File: config.mk
export PLATFORM = sky130hd
export DESIGN_NAME = dfrc_top
export DESIGN_NICKNAME = d
export VERILOG_FILES = /design/src/logic/dfrc_pkg.sv /design/src/logic/dfrc_top.sv /design/src/logic/dfrc_ramp.sv
export VERILOG_INCLUDE_DIRS = /design/src /design/src/logic
export SDC_FILE = /design/constraint.sdc
export NUM_CORES = 2
export LEC_CHECK = 0
export BUFFER_PORTS_ARGS = -buffer_cell sky130_fd_sc_hd__buf_2
export CAP_MARGIN = 5
export CORE_MARGIN = 2
export CORE_UTILIZATION = 35
export CTS_CLUSTER_DIAMETER = 30
export DETAILED_ROUTE_END_ITERATION = 12
export PLACE_DENSITY = 0.51
export SLEW_MARGIN = 0
export SYNTH_ARGS = -nofsm -noshare
export SYNTH_HDL_FRONTEND = slang
export SYNTH_HIERARCHICAL = 1
export SYNTH_SLANG_ARGS = --single-unit
File: constraint.sdc
create_clock -name SYS_CLK -period 23.3 [get_ports SYS_CLK]
set_input_delay 4.66 -clock SYS_CLK [delete_from_list [all_inputs] [get_ports SYS_CLK]]
set_output_delay 4.66 -clock SYS_CLK [all_outputs]
set_load 0.005 [all_outputs]
File: src/logic/dfrc_regs.svh
// register offsets, field positions, reset values and timing counts of the frequency conditioner
`ifndef DFRC_REGS_SVH
`define DFRC_REGS_SVH
`define DFRC_OFF_CTRL 8'h00
`define DFRC_OFF_PRESET 8'h04
`define DFRC_OFF_DEAD 8'h08
`define DFRC_OFF_CARRIER 8'h0C
`define DFRC_OFF_INCH_FREQ 8'h10
`define DFRC_OFF_INCH_ACC 8'h14
`define DFRC_OFF_INCH_DEC 8'h18
`define DFRC_OFF_SKIP1 8'h1C
`define DFRC_OFF_SKIP2 8'h20
`define DFRC_OFF_SKIP_AMP 8'h24
`define DFRC_OFF_ACC 8'h28
`define DFRC_OFF_DEC 8'h2C
`define DFRC_OFF_STATUS 8'h30
`define DFRC_OFF_SETPOINT 8'h34
`define DFRC_BIT_RETAIN 0
`define DFRC_BIT_THERM_EN 1
`define DFRC_BIT_PROTECT_EN 2
`define DFRC_BIT_INCH_PRIO 3
`define DFRC_BIT_SKIP_RAMP 4
`define DFRC_BIT_COARSE_RES 5
`define DFRC_BIT_SRC_DIGITAL 6
`define DFRC_BIT_START_MODE 7
`define DFRC_BIT_STOP_MODE 8
`define DFRC_RST_CTRL 16'h0042
`define DFRC_RST_PRESET 16'h0000
`define DFRC_RST_DEAD 16'h0000
`define DFRC_RST_INCH_FREQ 16'h00C8
`define DFRC_RST_INCH_TIME 16'h00C8
`define DFRC_RST_SKIP 16'h0000
`define DFRC_FREQ_MAX 16'h7D00
`define DFRC_DEAD_MAX 16'h7530
`define DFRC_CARRIER_MIN 16'h0005
`define DFRC_CARRIER_MAX 16'h00A0
`define DFRC_CARRIER_DERATE 16'h0014
`define DFRC_CLK_NS 8
`define DFRC_DS_NS 100000000
`define DFRC_CYC_PER_DS (`DFRC_DS_NS / `DFRC_CLK_NS)
`endif

File: src/logic/dfrc_pkg.sv
// types shared by the frequency conditioner files
`default_nettype none
package dfrc_pkg;
	// operating states of the run sequencer
	typedef enum logic [1:0] {ST_IDLE, ST_RUN, ST_INCH, ST_DEAD} dfrc_state_t;
	// synchronised command pins
	typedef struct packed {
		logic run;
		logic inch_key;
		logic inch_term;
		logic dir_rev;
		logic up;
		logic down;
		logic fault_reset;
		logic hot;
	} dfrc_pins_t;
endpackage
`default_nettype wire

File: src/logic/dfrc_top.sv
// frequency reference and run command conditioner of a motor drive
//////////////////////////////////////////////////////////////////////////////
// What this block does
// - not retained: setpoint back to preset at stop
// - retained: keep stop setpoint with up/down
// - retention only for digital frequency source
// - hold zero frequency for dead time on reversal
// - carrier setting limited to 0.5..16.0 kHz
// - hot heat sink lowers carrier, then restores
// - ignore run already active at power-on
// - ignore run active at fault reset
// - inching uses its own frequency and ramps
// - inching starts direct, stops by deceleration
// - terminal inch preempts normal run if enabled
// - setpoint in band runs at nearest edge
// - two jump frequencies, both zero disables
// - ramp steps across band in run state when enabled
// - resolution 0.01 Hz or 0.1 Hz, max counts
// - resolution moves decimal point of all frequencies but the carrier
//////////////////////////////////////////////////////////////////////////////
//
// The plain strobed port and the register offsets were decided locally.
`timescale 1ns/1ns
`default_nettype none
`include "dfrc_regs.svh"
module dfrc_top #(
	parameter int CYC_PER_DS = `DFRC_CYC_PER_DS, // cycles in 0.1 s
	parameter logic [15:0] CARRIER_DEFAULT = 16'h0028, // model dependent carrier, 0.1 kHz units
	parameter logic [15:0] RAMP_DEFAULT = 16'h00C8 // normal ramp time, 0.1 s units
) (
	input wire logic SYS_CLK,
	input wire logic RESET,
	input wire logic [7:0] ADDR,
	input wire logic [31:0] WDATA,
	input wire logic WR,
	input wire logic RD,
	output logic [31:0] RDATA,
	input wire logic RUN_CMD,
	input wire logic INCH_KEY,
	input wire logic INCH_TERM,
	input wire logic DIR_REV,
	input wire logic UP_REQ,
	input wire logic DOWN_REQ,
	input wire logic FAULT_RESET,
	input wire logic HEATSINK_HOT,
	input wire logic [15:0] EXT_FREQ_REF,
	output logic [15:0] OUT_FREQ,
	output logic OUT_REVERSE,
	output logic RUNNING,
	output logic [15:0] CARRIER_FREQ,
	output logic COARSE_RES,
	output logic START_DIRECT,
	output logic STOP_DECEL
);
	//////////////////////////////////////////////////////////////////////////
	// function helpers
	// lower edge of a band, floored at zero
	function automatic logic [15:0] band_lo(input logic [15:0] f, input logic [15:0] a);
		band_lo = (f > a) ? f - a : 16'h0000;
	endfunction
	// upper edge of a band
	function automatic logic [15:0] band_hi(input logic [15:0] f, input logic [15:0] a);
		band_hi = 16'(17'(f) + 17'(a));
	endfunction
	// strictly inside a band of nonzero amplitude
	function automatic logic in_band(input logic [15:0] x, input logic [15:0] f, input logic [15:0] a);
		in_band = (a != 16'h0000) && (f != 16'h0000) && (x > band_lo(f, a)) && (x < band_hi(f, a));
	endfunction
	// inside a band, or resting on the edge that a ramp is about to cross
	function automatic logic band_entry(input logic [15:0] x, input logic [15:0] f, input logic [15:0] a,
		input logic up);
		band_entry = in_band(x, f, a) ||
			(a != 16'h0000 && f != 16'h0000 && x == (up ? band_lo(f, a) : band_hi(f, a)));
	endfunction
	// move a setpoint to the nearer band edge
	function automatic logic [15:0] skip_adj(input logic [15:0] x, input logic [15:0] f, input logic [15:0] a);
		if (in_band(x, f, a)) begin
			skip_adj = (x < f) ? band_lo(f, a) : band_hi(f, a);
		end else begin
			skip_adj = x;
		end
	endfunction
	// clamp to a range
	function automatic logic [15:0] clamp(input logic [15:0] x, input logic [15:0] lo, input logic [15:0] hi);
		clamp = (x < lo) ? lo : ((x > hi) ? hi : x);
	endfunction

	//////////////////////////////////////////////////////////////////////////
	// pin synchronisers
	dfrc_pkg::dfrc_pins_t pin_raw; // pins as they arrive
	dfrc_pkg::dfrc_pins_t pin_meta; // first stage, read only by second
	dfrc_pkg::dfrc_pins_t pin_s; // synchronised levels
	dfrc_pkg::dfrc_pins_t pin_d; // one cycle older, for edges
	logic [1:0] sync_fill; // high once pin_s holds real pin levels, not reset zeros
	assign pin_raw = '{RUN_CMD, INCH_KEY, INCH_TERM, DIR_REV, UP_REQ, DOWN_REQ, FAULT_RESET, HEATSINK_HOT};
	// two flops then an edge register
	always_ff @(posedge SYS_CLK or posedge RESET) begin
		if (RESET) begin
			pin_meta <= '0;
			pin_s <= '0;
			pin_d <= '0;
			sync_fill <= 2'b00;
		end else begin
			pin_meta <= pin_raw;
			pin_s <= pin_meta;
			pin_d <= pin_s;
			sync_fill <= {sync_fill[0], 1'b1};
		end
	end
	wire up_evt = pin_s.up & ~pin_d.up; // one press raises one count
	wire down_evt = pin_s.down & ~pin_d.down;
	wire fault_evt = pin_s.fault_reset & ~pin_d.fault_reset;

	//////////////////////////////////////////////////////////////////////////
	// register file
	logic [15:0] ctrl, preset, dead_time, carrier_set, inch_freq, inch_acc, inch_dec;
	logic [15:0] skip1, skip2, skip_amp, acc_time, dec_time;
	wire wr_preset = WR && ADDR == `DFRC_OFF_PRESET;
	// software writes, low half of the word
	always_ff @(posedge SYS_CLK or posedge RESET) begin
		if (RESET) begin
			ctrl <= `DFRC_RST_CTRL;
			preset <= `DFRC_RST_PRESET;
			dead_time <= `DFRC_RST_DEAD;
			carrier_set <= CARRIER_DEFAULT;
			inch_freq <= `DFRC_RST_INCH_FREQ;
			inch_acc <= `DFRC_RST_INCH_TIME;
			inch_dec <= `DFRC_RST_INCH_TIME;
			skip1 <= `DFRC_RST_SKIP;
			skip2 <= `DFRC_RST_SKIP;
			skip_amp <= `DFRC_RST_SKIP;
			acc_time <= RAMP_DEFAULT;
			dec_time <= RAMP_DEFAULT;
		end else if (WR) begin
			unique case (ADDR)
				`DFRC_OFF_CTRL: ctrl <= {7'h00, WDATA[8:0]};
				`DFRC_OFF_PRESET: preset <= clamp(WDATA[15:0], 16'h0000, `DFRC_FREQ_MAX);
				`DFRC_OFF_DEAD: dead_time <= clamp(WDATA[15:0], 16'h0000, `DFRC_DEAD_MAX);
				`DFRC_OFF_CARRIER: carrier_set <= clamp(WDATA[15:0], `DFRC_CARRIER_MIN, `DFRC_CARRIER_MAX);
				`DFRC_OFF_INCH_FREQ: inch_freq <= clamp(WDATA[15:0], 16'h0000, `DFRC_FREQ_MAX);
				`DFRC_OFF_INCH_ACC: inch_acc <= WDATA[15:0];
				`DFRC_OFF_INCH_DEC: inch_dec <= WDATA[15:0];
				`DFRC_OFF_SKIP1: skip1 <= WDATA[15:0];
				`DFRC_OFF_SKIP2: skip2 <= WDATA[15:0];
				`DFRC_OFF_SKIP_AMP: skip_amp <= WDATA[15:0];
				`DFRC_OFF_ACC: acc_time <= WDATA[15:0];
				`DFRC_OFF_DEC: dec_time <= WDATA[15:0];
				default: ; // read-only or unmapped
			endcase
		end
	end
	wire retain = ctrl[`DFRC_BIT_RETAIN];
	wire therm_en = ctrl[`DFRC_BIT_THERM_EN];
	wire protect_en = ctrl[`DFRC_BIT_PROTECT_EN];
	wire inch_prio = ctrl[`DFRC_BIT_INCH_PRIO];
	wire skip_ramp = ctrl[`DFRC_BIT_SKIP_RAMP];
	wire src_digital = ctrl[`DFRC_BIT_SRC_DIGITAL];
	wire stop_coast = ctrl[`DFRC_BIT_STOP_MODE];
	wire start_other = ctrl[`DFRC_BIT_START_MODE];

	//////////////////////////////////////////////////////////////////////////
	// run sequencer
	dfrc_pkg::dfrc_state_t state, next_state;
	logic block; // startup protection latch
	logic inch_last; // last motion was inching
	logic [15:0] dig_set; // digital setpoint with up/down
	logic [31:0] pre_cnt; // cycles within 0.1 s
	logic [15:0] dead_cnt; // elapsed dead time, 0.1 s units
	logic [15:0] ramp_out;
	wire run_ok = pin_s.run & ~(protect_en & block);
	wire inch_req = pin_s.inch_key | pin_s.inch_term;
	wire dead_done = dead_cnt >= dead_time;
	// next state
	always_comb begin
		next_state = state;
		unique case (state)
			dfrc_pkg::ST_IDLE: begin
				if (run_ok) begin
					next_state = dfrc_pkg::ST_RUN;
				end else if (inch_req) begin
					next_state = dfrc_pkg::ST_INCH;
				end
			end
			dfrc_pkg::ST_RUN: begin
				if (!run_ok) begin
					next_state = dfrc_pkg::ST_IDLE;
				end else if (pin_s.inch_term && inch_prio) begin
					next_state = dfrc_pkg::ST_INCH;
				end else if (pin_s.dir_rev != OUT_REVERSE) begin
					next_state = dfrc_pkg::ST_DEAD;
				end
			end
			dfrc_pkg::ST_DEAD: begin
				if (!run_ok) begin
					next_state = dfrc_pkg::ST_IDLE;
				end else if (ramp_out == 16'h0000 && dead_done) begin
					next_state = dfrc_pkg::ST_RUN;
				end
			end
			dfrc_pkg::ST_INCH: begin
				if (!inch_req) begin
					next_state = dfrc_pkg::ST_IDLE;
				end
			end
		endcase
	end
	wire stop_evt = (state == dfrc_pkg::ST_RUN || state == dfrc_pkg::ST_DEAD) && next_state == dfrc_pkg::ST_IDLE;
	wire coast_now = stop_evt && stop_coast; // coast only outside inching
	// state, direction and protection
	always_ff @(posedge SYS_CLK or posedge RESET) begin
		if (RESET) begin
			state <= dfrc_pkg::ST_IDLE;
			OUT_REVERSE <= 1'b0;
			block <= 1'b1;
			inch_last <= 1'b0;
		end else begin
			state <= next_state;
			if (state != dfrc_pkg::ST_RUN && next_state == dfrc_pkg::ST_RUN) begin
				OUT_REVERSE <= pin_s.dir_rev;
			end else if (state == dfrc_pkg::ST_IDLE && next_state == dfrc_pkg::ST_INCH) begin
				OUT_REVERSE <= pin_s.dir_rev;
			end
			if (fault_evt && pin_s.run) begin
				block <= 1'b1;
			end else if (!pin_s.run && sync_fill[1]) begin
				block <= 1'b0;
			end
			if (next_state == dfrc_pkg::ST_INCH) begin
				inch_last <= 1'b1;
			end else if (next_state == dfrc_pkg::ST_RUN) begin
				inch_last <= 1'b0;
			end
		end
	end
	// dead time counters, run only at zero output
	always_ff @(posedge SYS_CLK or posedge RESET) begin
		if (RESET) begin
			pre_cnt <= 32'h0;
			dead_cnt <= 16'h0000;
		end else if (state != dfrc_pkg::ST_DEAD || ramp_out != 16'h0000) begin
			pre_cnt <= 32'h0;
			dead_cnt <= 16'h0000;
		end else if (pre_cnt >= 32'(CYC_PER_DS - 1)) begin
			pre_cnt <= 32'h0;
			dead_cnt <= dead_done ? dead_cnt : dead_cnt + 16'h0001;
		end else begin
			pre_cnt <= pre_cnt + 32'h1;
		end
	end

	//////////////////////////////////////////////////////////////////////////
	// digital setpoint
	always_ff @(posedge SYS_CLK or posedge RESET) begin
		if (RESET) begin
			dig_set <= `DFRC_RST_PRESET;
		end else if (wr_preset) begin
			dig_set <= clamp(WDATA[15:0], 16'h0000, `DFRC_FREQ_MAX);
		end else if (stop_evt && src_digital && !retain) begin
			dig_set <= preset;
		end else if (up_evt && dig_set < `DFRC_FREQ_MAX) begin
			dig_set <= dig_set + 16'h0001;
		end else if (down_evt && dig_set != 16'h0000) begin
			dig_set <= dig_set - 16'h0001;
		end
	end

	//////////////////////////////////////////////////////////////////////////
	// target selection and ramp
	wire [15:0] set_freq = src_digital ? dig_set : clamp(EXT_FREQ_REF, 16'h0000, `DFRC_FREQ_MAX);
	wire [15:0] skipped = skip_adj(skip_adj(set_freq, skip1, skip_amp), skip2, skip_amp);
	logic [15:0] target;
	assign target = (state == dfrc_pkg::ST_INCH) ? inch_freq :
		(state == dfrc_pkg::ST_RUN ? skipped : 16'h0000);
	wire [15:0] t_up = inch_last ? inch_acc : acc_time;
	wire [15:0] t_down = inch_last ? inch_dec : dec_time;
	wire rising = ramp_out < target;
	wire in1 = band_entry(ramp_out, skip1, skip_amp, rising); // jump from the edge, never visit inside while in ST_RUN with skip_ramp set
	wire in2 = band_entry(ramp_out, skip2, skip_amp, rising);
	wire [15:0] cross1 = rising ? band_hi(skip1, skip_amp) : band_lo(skip1, skip_amp);
	wire [15:0] cross2 = rising ? band_hi(skip2, skip_amp) : band_lo(skip2, skip_amp);
	wire jump_now = skip_ramp && state == dfrc_pkg::ST_RUN && ramp_out != target && (in1 || in2);
	wire ramp_load = coast_now || jump_now;
	wire [15:0] load_val = coast_now ? 16'h0000 : (in1 ? cross1 : cross2);
	dfrc_ramp #(.W(16), .CW(32)) u_ramp (
		.clk(SYS_CLK),
		.rst(RESET),
		.target(target),
		.time_up(t_up),
		.time_down(t_down),
		.cyc_per_ds(32'(CYC_PER_DS)),
		.load(ramp_load),
		.load_val(load_val),
		.out(ramp_out)
	);

	//////////////////////////////////////////////////////////////////////////
	// outputs, carrier and readback
	wire [15:0] carrier_low = (carrier_set > `DFRC_CARRIER_MIN + `DFRC_CARRIER_DERATE) ?
		carrier_set - `DFRC_CARRIER_DERATE : `DFRC_CARRIER_MIN;
	wire derate = therm_en & pin_s.hot;
	wire [31:0] status = {10'h000, ctrl[`DFRC_BIT_COARSE_RES], derate, block, OUT_REVERSE, state, ramp_out};
	logic [31:0] rd_mux;
	// read decode
	always_comb begin
		unique case (ADDR)
			`DFRC_OFF_CTRL: rd_mux = {16'h0000, ctrl};
			`DFRC_OFF_PRESET: rd_mux = {16'h0000, preset};
			`DFRC_OFF_DEAD: rd_mux = {16'h0000, dead_time};
			`DFRC_OFF_CARRIER: rd_mux = {16'h0000, carrier_set};
			`DFRC_OFF_INCH_FREQ: rd_mux = {16'h0000, inch_freq};
			`DFRC_OFF_INCH_ACC: rd_mux = {16'h0000, inch_acc};
			`DFRC_OFF_INCH_DEC: rd_mux = {16'h0000, inch_dec};
			`DFRC_OFF_SKIP1: rd_mux = {16'h0000, skip1};
			`DFRC_OFF_SKIP2: rd_mux = {16'h0000, skip2};
			`DFRC_OFF_SKIP_AMP: rd_mux = {16'h0000, skip_amp};
			`DFRC_OFF_ACC: rd_mux = {16'h0000, acc_time};
			`DFRC_OFF_DEC: rd_mux = {16'h0000, dec_time};
			`DFRC_OFF_STATUS: rd_mux = status;
			`DFRC_OFF_SETPOINT: rd_mux = {16'h0000, dig_set};
			default: rd_mux = 32'h0000_0000; // unmapped reads zero
		endcase
	end
	// registered outputs
	always_ff @(posedge SYS_CLK or posedge RESET) begin
		if (RESET) begin
			RDATA <= 32'h0000_0000;
			CARRIER_FREQ <= CARRIER_DEFAULT;
			RUNNING <= 1'b0;
			START_DIRECT <= 1'b1;
			STOP_DECEL <= 1'b1;
		end else begin
			RDATA <= RD ? rd_mux : 32'h0000_0000;
			CARRIER_FREQ <= derate ? carrier_low : carrier_set;
			RUNNING <= state != dfrc_pkg::ST_IDLE || ramp_out != 16'h0000;
			START_DIRECT <= inch_last | ~start_other;
			STOP_DECEL <= inch_last | ~stop_coast;
		end
	end
	assign OUT_FREQ = ramp_out;
	assign COARSE_RES = ctrl[`DFRC_BIT_COARSE_RES];
endmodule // dfrc_top
`default_nettype wire

File: src/logic/dfrc_ramp.sv
// linear ramp generator, one count per step, time base is the maximum frequency
`timescale 1ns/1ns
`default_nettype none
`include "dfrc_regs.svh"
module dfrc_ramp #(
	parameter int W = 16,
	parameter int CW = 32
) (
	input wire logic clk,
	input wire logic rst,
	input wire logic [W-1:0] target,
	input wire logic [W-1:0] time_up,
	input wire logic [W-1:0] time_down,
	input wire logic [CW-1:0] cyc_per_ds,
	input wire logic load,
	input wire logic [W-1:0] load_val,
	output logic [W-1:0] out
);
	localparam logic [47:0] FULL = 48'(`DFRC_FREQ_MAX); // added every cycle
	logic [47:0] acc; // fractional step accumulator
	wire rising = out < target;
	wire [W-1:0] tsel = rising ? time_up : time_down;
	wire [47:0] thr = 48'(tsel) * 48'(cyc_per_ds); // full-scale ramp length in cycles
	wire [47:0] sum = acc + FULL;
	wire step = (out != target) && (sum >= thr);
	wire [47:0] next_acc = (out == target || thr == 48'h0) ? 48'h0 : (step ? sum - thr : sum);
	wire [W-1:0] next_out = load ? load_val : (step ? (rising ? out + W'(1) : out - W'(1)) : out);
	// accumulator and output step
	always_ff @(posedge clk or posedge rst) begin
		if (rst) begin
			acc <= 48'h0;
			out <= '0;
		end else begin
			acc <= load ? 48'h0 : next_acc;
			out <= next_out;
		end
	end
endmodule // dfrc_ramp
`default_nettype wire

# Word-level counts from Yosys, hierarchy flattened
# Index checks and enable logic that the tools add are counted.
# op_classes
n_eq_ne	26
add_sub_neg	13
bitwise_logic	15
mux	60
multipliers	1
n_lt_le_gt_ge	25
reduce_logical	69
# ops
cell	count
$mux W16	38
$pmux W22 S14	1
$mux W48	3
$lt A16 B16 Y1	7
$gt A16 B16 Y1	6
$mux W32	3
$reduce_bool A16 Y1	5
$add A16 B1 Y16 const B	3
$add A48 B15 Y48 const B	1
$eq A16 B16 Y1	3
$eq A8 B6 Y1 const B	6
$ge A48 B48 Y1	1
$gt A16 B15 Y1 const B	3
$logic_not A48 Y1	1
$sub A48 B48 Y48	1
$mul A16 B19 Y35 const B	1
$add A16 B16 Y16	2
$add A32 B1 Y32 const B	1
$eq A8 B5 Y1 const B	4
$ge A32 B24 Y1 const B	1
$lt A16 B1 Y1 const B	2
$sub A16 B1 Y16 const B	2
$sub A16 B16 Y16	2
$logic_and A1 B1 Y1	29
other kinds (28)	83
# word_totals
wordCells	255
input_bits	68
reg_bits	390
out_inout_bits	69

# Depth between registers and ports, before layout
# logic_depth
depth_word	23
depth_mapped	84
depth_no_buf	74

# By module
# The synthesis kept the hierarchy.
# by_module_without_submodules
mod	cells_each	area_per_inst_um2	n_inst
dfrc_top	2852	25655.9	1
dfrc_ramp	2898	23770.3	1

# Worst setup path after synthesis
# OpenSTA, ideal clock, no wires.
# synth_path
path_type	input -> register
from	input EXT_FREQ_REF[7]
to	register u_ramp.acc[36]
arrival_ns	21.517
t_required_ns	23.199
cell_stages	70
setup_slack_ns	1.682
setup_ns	0.101
path_buffers	10
cell_sequence	or4b_1 > nor4_1 > and4b_1 > nor2_1 > nor2_4 > a22o_1 > ha_1 > and3_1 > a221o_1 > a21oi_1 > o21ai_0 > a221oi_2 > clkbuf_1 > clkbuf_1 > o21ai_0 > a21oi_1 > ha_1 > a21o_1 > (+34 left out) > o21ai_0 > and2_1 > xnor2_1 > inv_1 > ha_1 > clkbuf_1 > a21oi_1 > nand2_1 > nor3_1 > o21a_1 > a211oi_1 > o41ai_1 > a21oi_1 > o21ai_1 > buf_2 > buf_1 > nor2_1 > nor4_1
# synth_via
elab_chain_len	23
word_cells_on_any_way	46
# synth_lines
element	line	text
from (decl)	dfrc_top.sv:46	input wire logic [15:0] EXT_FREQ_REF,
$gt A16 B15 Y1	dfrc_top.sv:85	clamp = (x < lo) ? lo : ((x > hi) ? hi : x);
$mux W16	dfrc_top.sv:85	
$mux W16 *	dfrc_top.sv:85	
$mux W16 *	dfrc_top.sv:269	wire [15:0] set_freq = src_digital ? dig_set : clamp(EXT_FREQ_REF, 16'h0000, `DFRC_FREQ_MAX);
$gt A16 B16 Y1	dfrc_top.sv:67	in_band = (a != 16'h0000) && (f != 16'h0000) && (x > band_lo(f, a)) && (x < band_hi(f, a));
$logic_and A1 B1 Y1 (2 in a row)	dfrc_top.sv:67	
$mux W16 *	dfrc_top.sv:77	if (in_band(x, f, a)) begin
$gt A16 B16 Y1	dfrc_top.sv:67	
$logic_and A1 B1 Y1 (2 in a row)	dfrc_top.sv:67	
$mux W16 *	dfrc_top.sv:77	
$mux W16 *	dfrc_top.sv:273	(state == dfrc_pkg::ST_RUN ? skipped : 16'h0000);
$mux W16 *	dfrc_top.sv:272	assign target = (state == dfrc_pkg::ST_INCH) ? inch_freq :
via target[13]	dfrc_top.sv:271	logic [15:0] target;
parallel branches: the longest is 8 deep, another holds $ge A48 B48 Y1	-	
$mux W48 *	dfrc_ramp.sv:34	acc <= load ? 48'h0 : next_acc;
to (signal assigned)	dfrc_ramp.sv:34	
to (decl)	dfrc_ramp.sv:20	logic [47:0] acc;
# Mark *: on every way through the listed nets, which the timed path passes.
# A chain may end at the register's enable or synchronous reset.

# Worst setup path after layout
# layout_path
from	input EXT_FREQ_REF[7]
to	register u_ramp.acc[8]
# The elaborated chain is that of the path after synthesis.

==> impl_metrics.tcl <==
set metrics [dict create \
    status "finished, final reports clean" \
    path_clk_slew_ns 0.05 \
    cts.path.max_buffers 3 \
    min-delay-path-class "register to register" \
    cp_slowest_cell "nor4_2" \
    viasPerCell 5.376 \
    avgSynthCellArea_um2 8.596 \
    ys.flop_type "dfrtp_1" \
    rows 137 \
    p_leak_uw 0.02617 \
    reg_top3 "u_ramp/acc: 48 flops, pre_cnt: 32 flops, RDATA: 22 flops" \
    grt_setup_unrepaired "false" \
    antenna_found_initial 8 \
    die_x_um 379.8 \
    dpl.hpwl_um 139200 \
    peakVddDrop_mv 0.09007 \
    p_int_uw 3598 \
    clock_latency_ns 0.66 \
    grt_max_degree 195 \
    drc_errors 0 \
    dpl_cell_area_mm2 0.05308 \
    r2r-start "skip_amp[6]" \
    first_pass_iters 7 \
    grt_pass1_wl_um 270400 \
    synthTopCellsByArea "dfrtp_1 (18%), fa_1 (17%), ha_1 (12%)" \
    yosys_warnings 6 \
    hold_viol_final 0 \
    clock_skew_ns 0.05882 \
    worstMarginPinSlew_ns 1.181 \
    die-area_mm2 0.1442 \
    timing.fmax_mhz 45.24 \
    syn_to_final_growth_pct 13.73 \
    finalSetupTns_ns 0 \
    synth-async-reset-ratio_pct 100.0 \
    crit_path_start_kind "primary input" \
    seqPwrFrac_pct 12.5 \
    pwr-share-comb_pct 70.0 \
    htreeDepth 3 \
    stdcell_area_mm2 0.05621 \
    cts_setup_buffers 0 \
    ios 137 \
    final_nets 6989 \
    yosysTopAreaCellShare_pct 18.02 \
    regMostFlops "u_ramp/acc" \
    worst_setup_path_end_kind "register" \
    largest_reg_flops 48 \
    gp_congestion 0.9622 \
    r2r.worst_path.cells 68 \
    total_power_uw 7263 \
    vias 42895 \
    gr-total-overflow 0 \
    core_mm2 0.1399 \
    switching_share_pct 50.46 \
    power_density_mw_per_mm2 129.2 \
    synth_edf_count 0 \
    floorplan.initialDensity_pct 35.34 \
    crit_end "u_ramp/acc[8]" \
    syn_area_mm2 0.04943 \
    clock_power_share_pct 17.5 \
    drv_cap 0 \
    reg2reg_slack_ns 3.65 \
    cp_max_fo 49 \
    wl_um 178000 \
    critPathKind "primary input to register" \
    switchingPower_uw 3665 \
    fin_crit_ns 22.10 \
    ys_seq_area_share_pct 19.30 \
    drt_iter0_markers 3095 \
    slew_violations 0 \
    cts_tree "done" \
    cts_root_buf "clkbuf_16" \
    cts.sinks 380 \
    cp-startpoint "EXT_FREQ_REF[7]" \
    cpPeakStageDelay_ns 0.61 \
    grt_use_total_pct 24.34 \
    crit_top_cell "inv_1" \
    grt_pass1_vias 43171 \
    avgRoutedWirePerCell_um 22.31 \
    yosys.area.top_type "dfrtp_1" \
    io_buffers 110 \
    cts-hold-fix-buffers 0 \
    final.period_utilization_pct 94.86 \
    cp_data_required_time_ns 23.80 \
    synthCells 5750 \
    slew_headroom_pct 20.80 \
    drive_gt1_share_pct 10.84 \
    r2r-end "u_ramp/acc[8]" \
    final-setup-viol-count 0 \
    ant_nets 0 \
    cts_buffers 91 \
    cts_resized 0 \
    fillers 14370 \
    arrival_ns 22.60 \
    die_h_um 379.8 \
    ys_seq_elements 380 \
    synth_cell_types 101 \
]
logic make-up (layout without fill, tap and decap cells):
kind of cell	Yosys count	in the layout	share of synthesized area (%)
muxes	203	203	4.534
xor gates and xnor gates	253	253	4.539
and+or+nand+nor	1821	1821	17.75
other	2	246	0.01519
AOI/OAI and AO/OA	1227	1227	17.12
adders and majority gates	894	894	29.08
buffers and inverters	970	1079	7.663
DFF	380	380	19.30
area by class of cell:
cell class | instances | area (um^2) | share of cell area (%)
Tap cell | 1876 | 2347 | 4.176
Clock buffer | 116 | 2541 | 4.521
Sequential cell | 380 | 9539 | 16.97
Timing Repair Buffer | 230 | 1526 | 2.716
Clock inverter | 49 | 585.6 | 1.042
Inverter | 684 | 2575 | 4.581
Multi-Input combinational cell | 4641 | 37090 | 65.98
Antenna cell | 3 | 7.507 | 0.01336
worst min path at each step:
stage / startpoint / to / slack, ns / cells after the start
2_1_floorplan: pin_meta[0] / pin_s[0] / 0.33 / 0
3_3_place_gp: pin_meta[5] / pin_s[5] / 0.33 / 0
3_5_place_dp: pin_meta[4] / pin_s[4] / 0.33 / 0
4_1_cts: pin_meta[4] / pin_s[4] / 0.35 / 0
5_1_grt: pin_meta[7] / pin_s[7] / 0.35 / 0
6_report: pin_meta[4] / pin_s[4] / 0.34 / 0
synthesized netlist by cell type, types with 14 or more instances:
master and instances:
nor3_1 113, o22ai_1 23, mux2i_1 39, a22o_1 48
xnor2_1 147, clkbuf_1 227, a21o_1 114, a2111oi_0 17
nand3_1 88, and3_1 49, or4_1 14, o21a_1 49
a211oi_1 35, nand4_1 79, nor4_1 51, a22oi_1 45
and2_1 236, dfrtp_1 356, nor2b_1 36, buf_2 29
nand2b_1 46, nand2_1 674, fa_1 425, o21bai_1 24
a21oi_1 272, o21ai_0 223, a221oi_1 52, nor2_1 327
ha_1 468, or3_1 25, o31ai_1 17, o211ai_1 40
xor2_1 104, mux2_2 162, a31oi_1 78, inv_1 679
or2_2 31, a211o_1 20, dfstp_2 24
placed cells by master (no fill, tap or decap), types with 50 or more instances in the layout:
| cell | count |
|---|---|
| inv_1 | 677 |
| nand2_1 | 674 |
| ha_1 | 468 |
| fa_1 | 425 |
| dfrtp_1 | 356 |
| nor2_1 | 327 |
| a21oi_1 | 271 |
| conb_1 | 243 |
| and2_1 | 236 |
| o21ai_0 | 223 |
| mux2_2 | 162 |
| xnor2_1 | 147 |
| a21o_1 | 114 |
| buf_4 | 114 |
| nor3_1 | 112 |
| buf_2 | 110 |
| xor2_1 | 104 |
| clkbuf_16 | 91 |
| nand3_1 | 88 |
| nand4_1 | 79 |
| a31oi_1 | 77 |
| a221oi_1 | 52 |
| nor4_1 | 50 |
layer usage:
metal	GRT usage, %	vias to the layer above	wire length [um]
met5	0	-	58
met4	10.90	6	8920
met3	3.232	375	9811
met2	40.86	1286	83610
met1	31.15	21132	75630
li1	-	20096	-
power by group through the flow:
stage	Combinational [uW]	Sequential [uW]	Clock [uW]
detailed placement	5000	913	0
finish	5080	908	1270
global route	5710	917	1330
CTS	5030	905	1290
floorplan	3700	891	0
global placement	4980	913	0
critical path, delay by kind of cell:
kind                     cells  cell delay (ns)
buffers and inverters       14             2.09
adder cells (fa/ha/maj)     11             4.89
AO/OA/AOI/OAI               25             5.60
multiplexers                 3             1.30
XOR/XNOR                     1             0.33
AND/OR/NAND/NOR             14             3.59
stage by stage:
step	hold slack (ns)	instances	utilization, %	worst slack [ns]
detailed placement	0.3347	7811	37.95	0.6347
CTS	0.3458	7976	40.18	1.260
floorplan	0.3312	5991	-	1.682
global placement	0.3321	7811	37.95	0.7201
global route	0.3547	7977	40.18	0.1224
finish	0.3450	7979	40.19	1.198
Power figures use the tool's default switching activity.
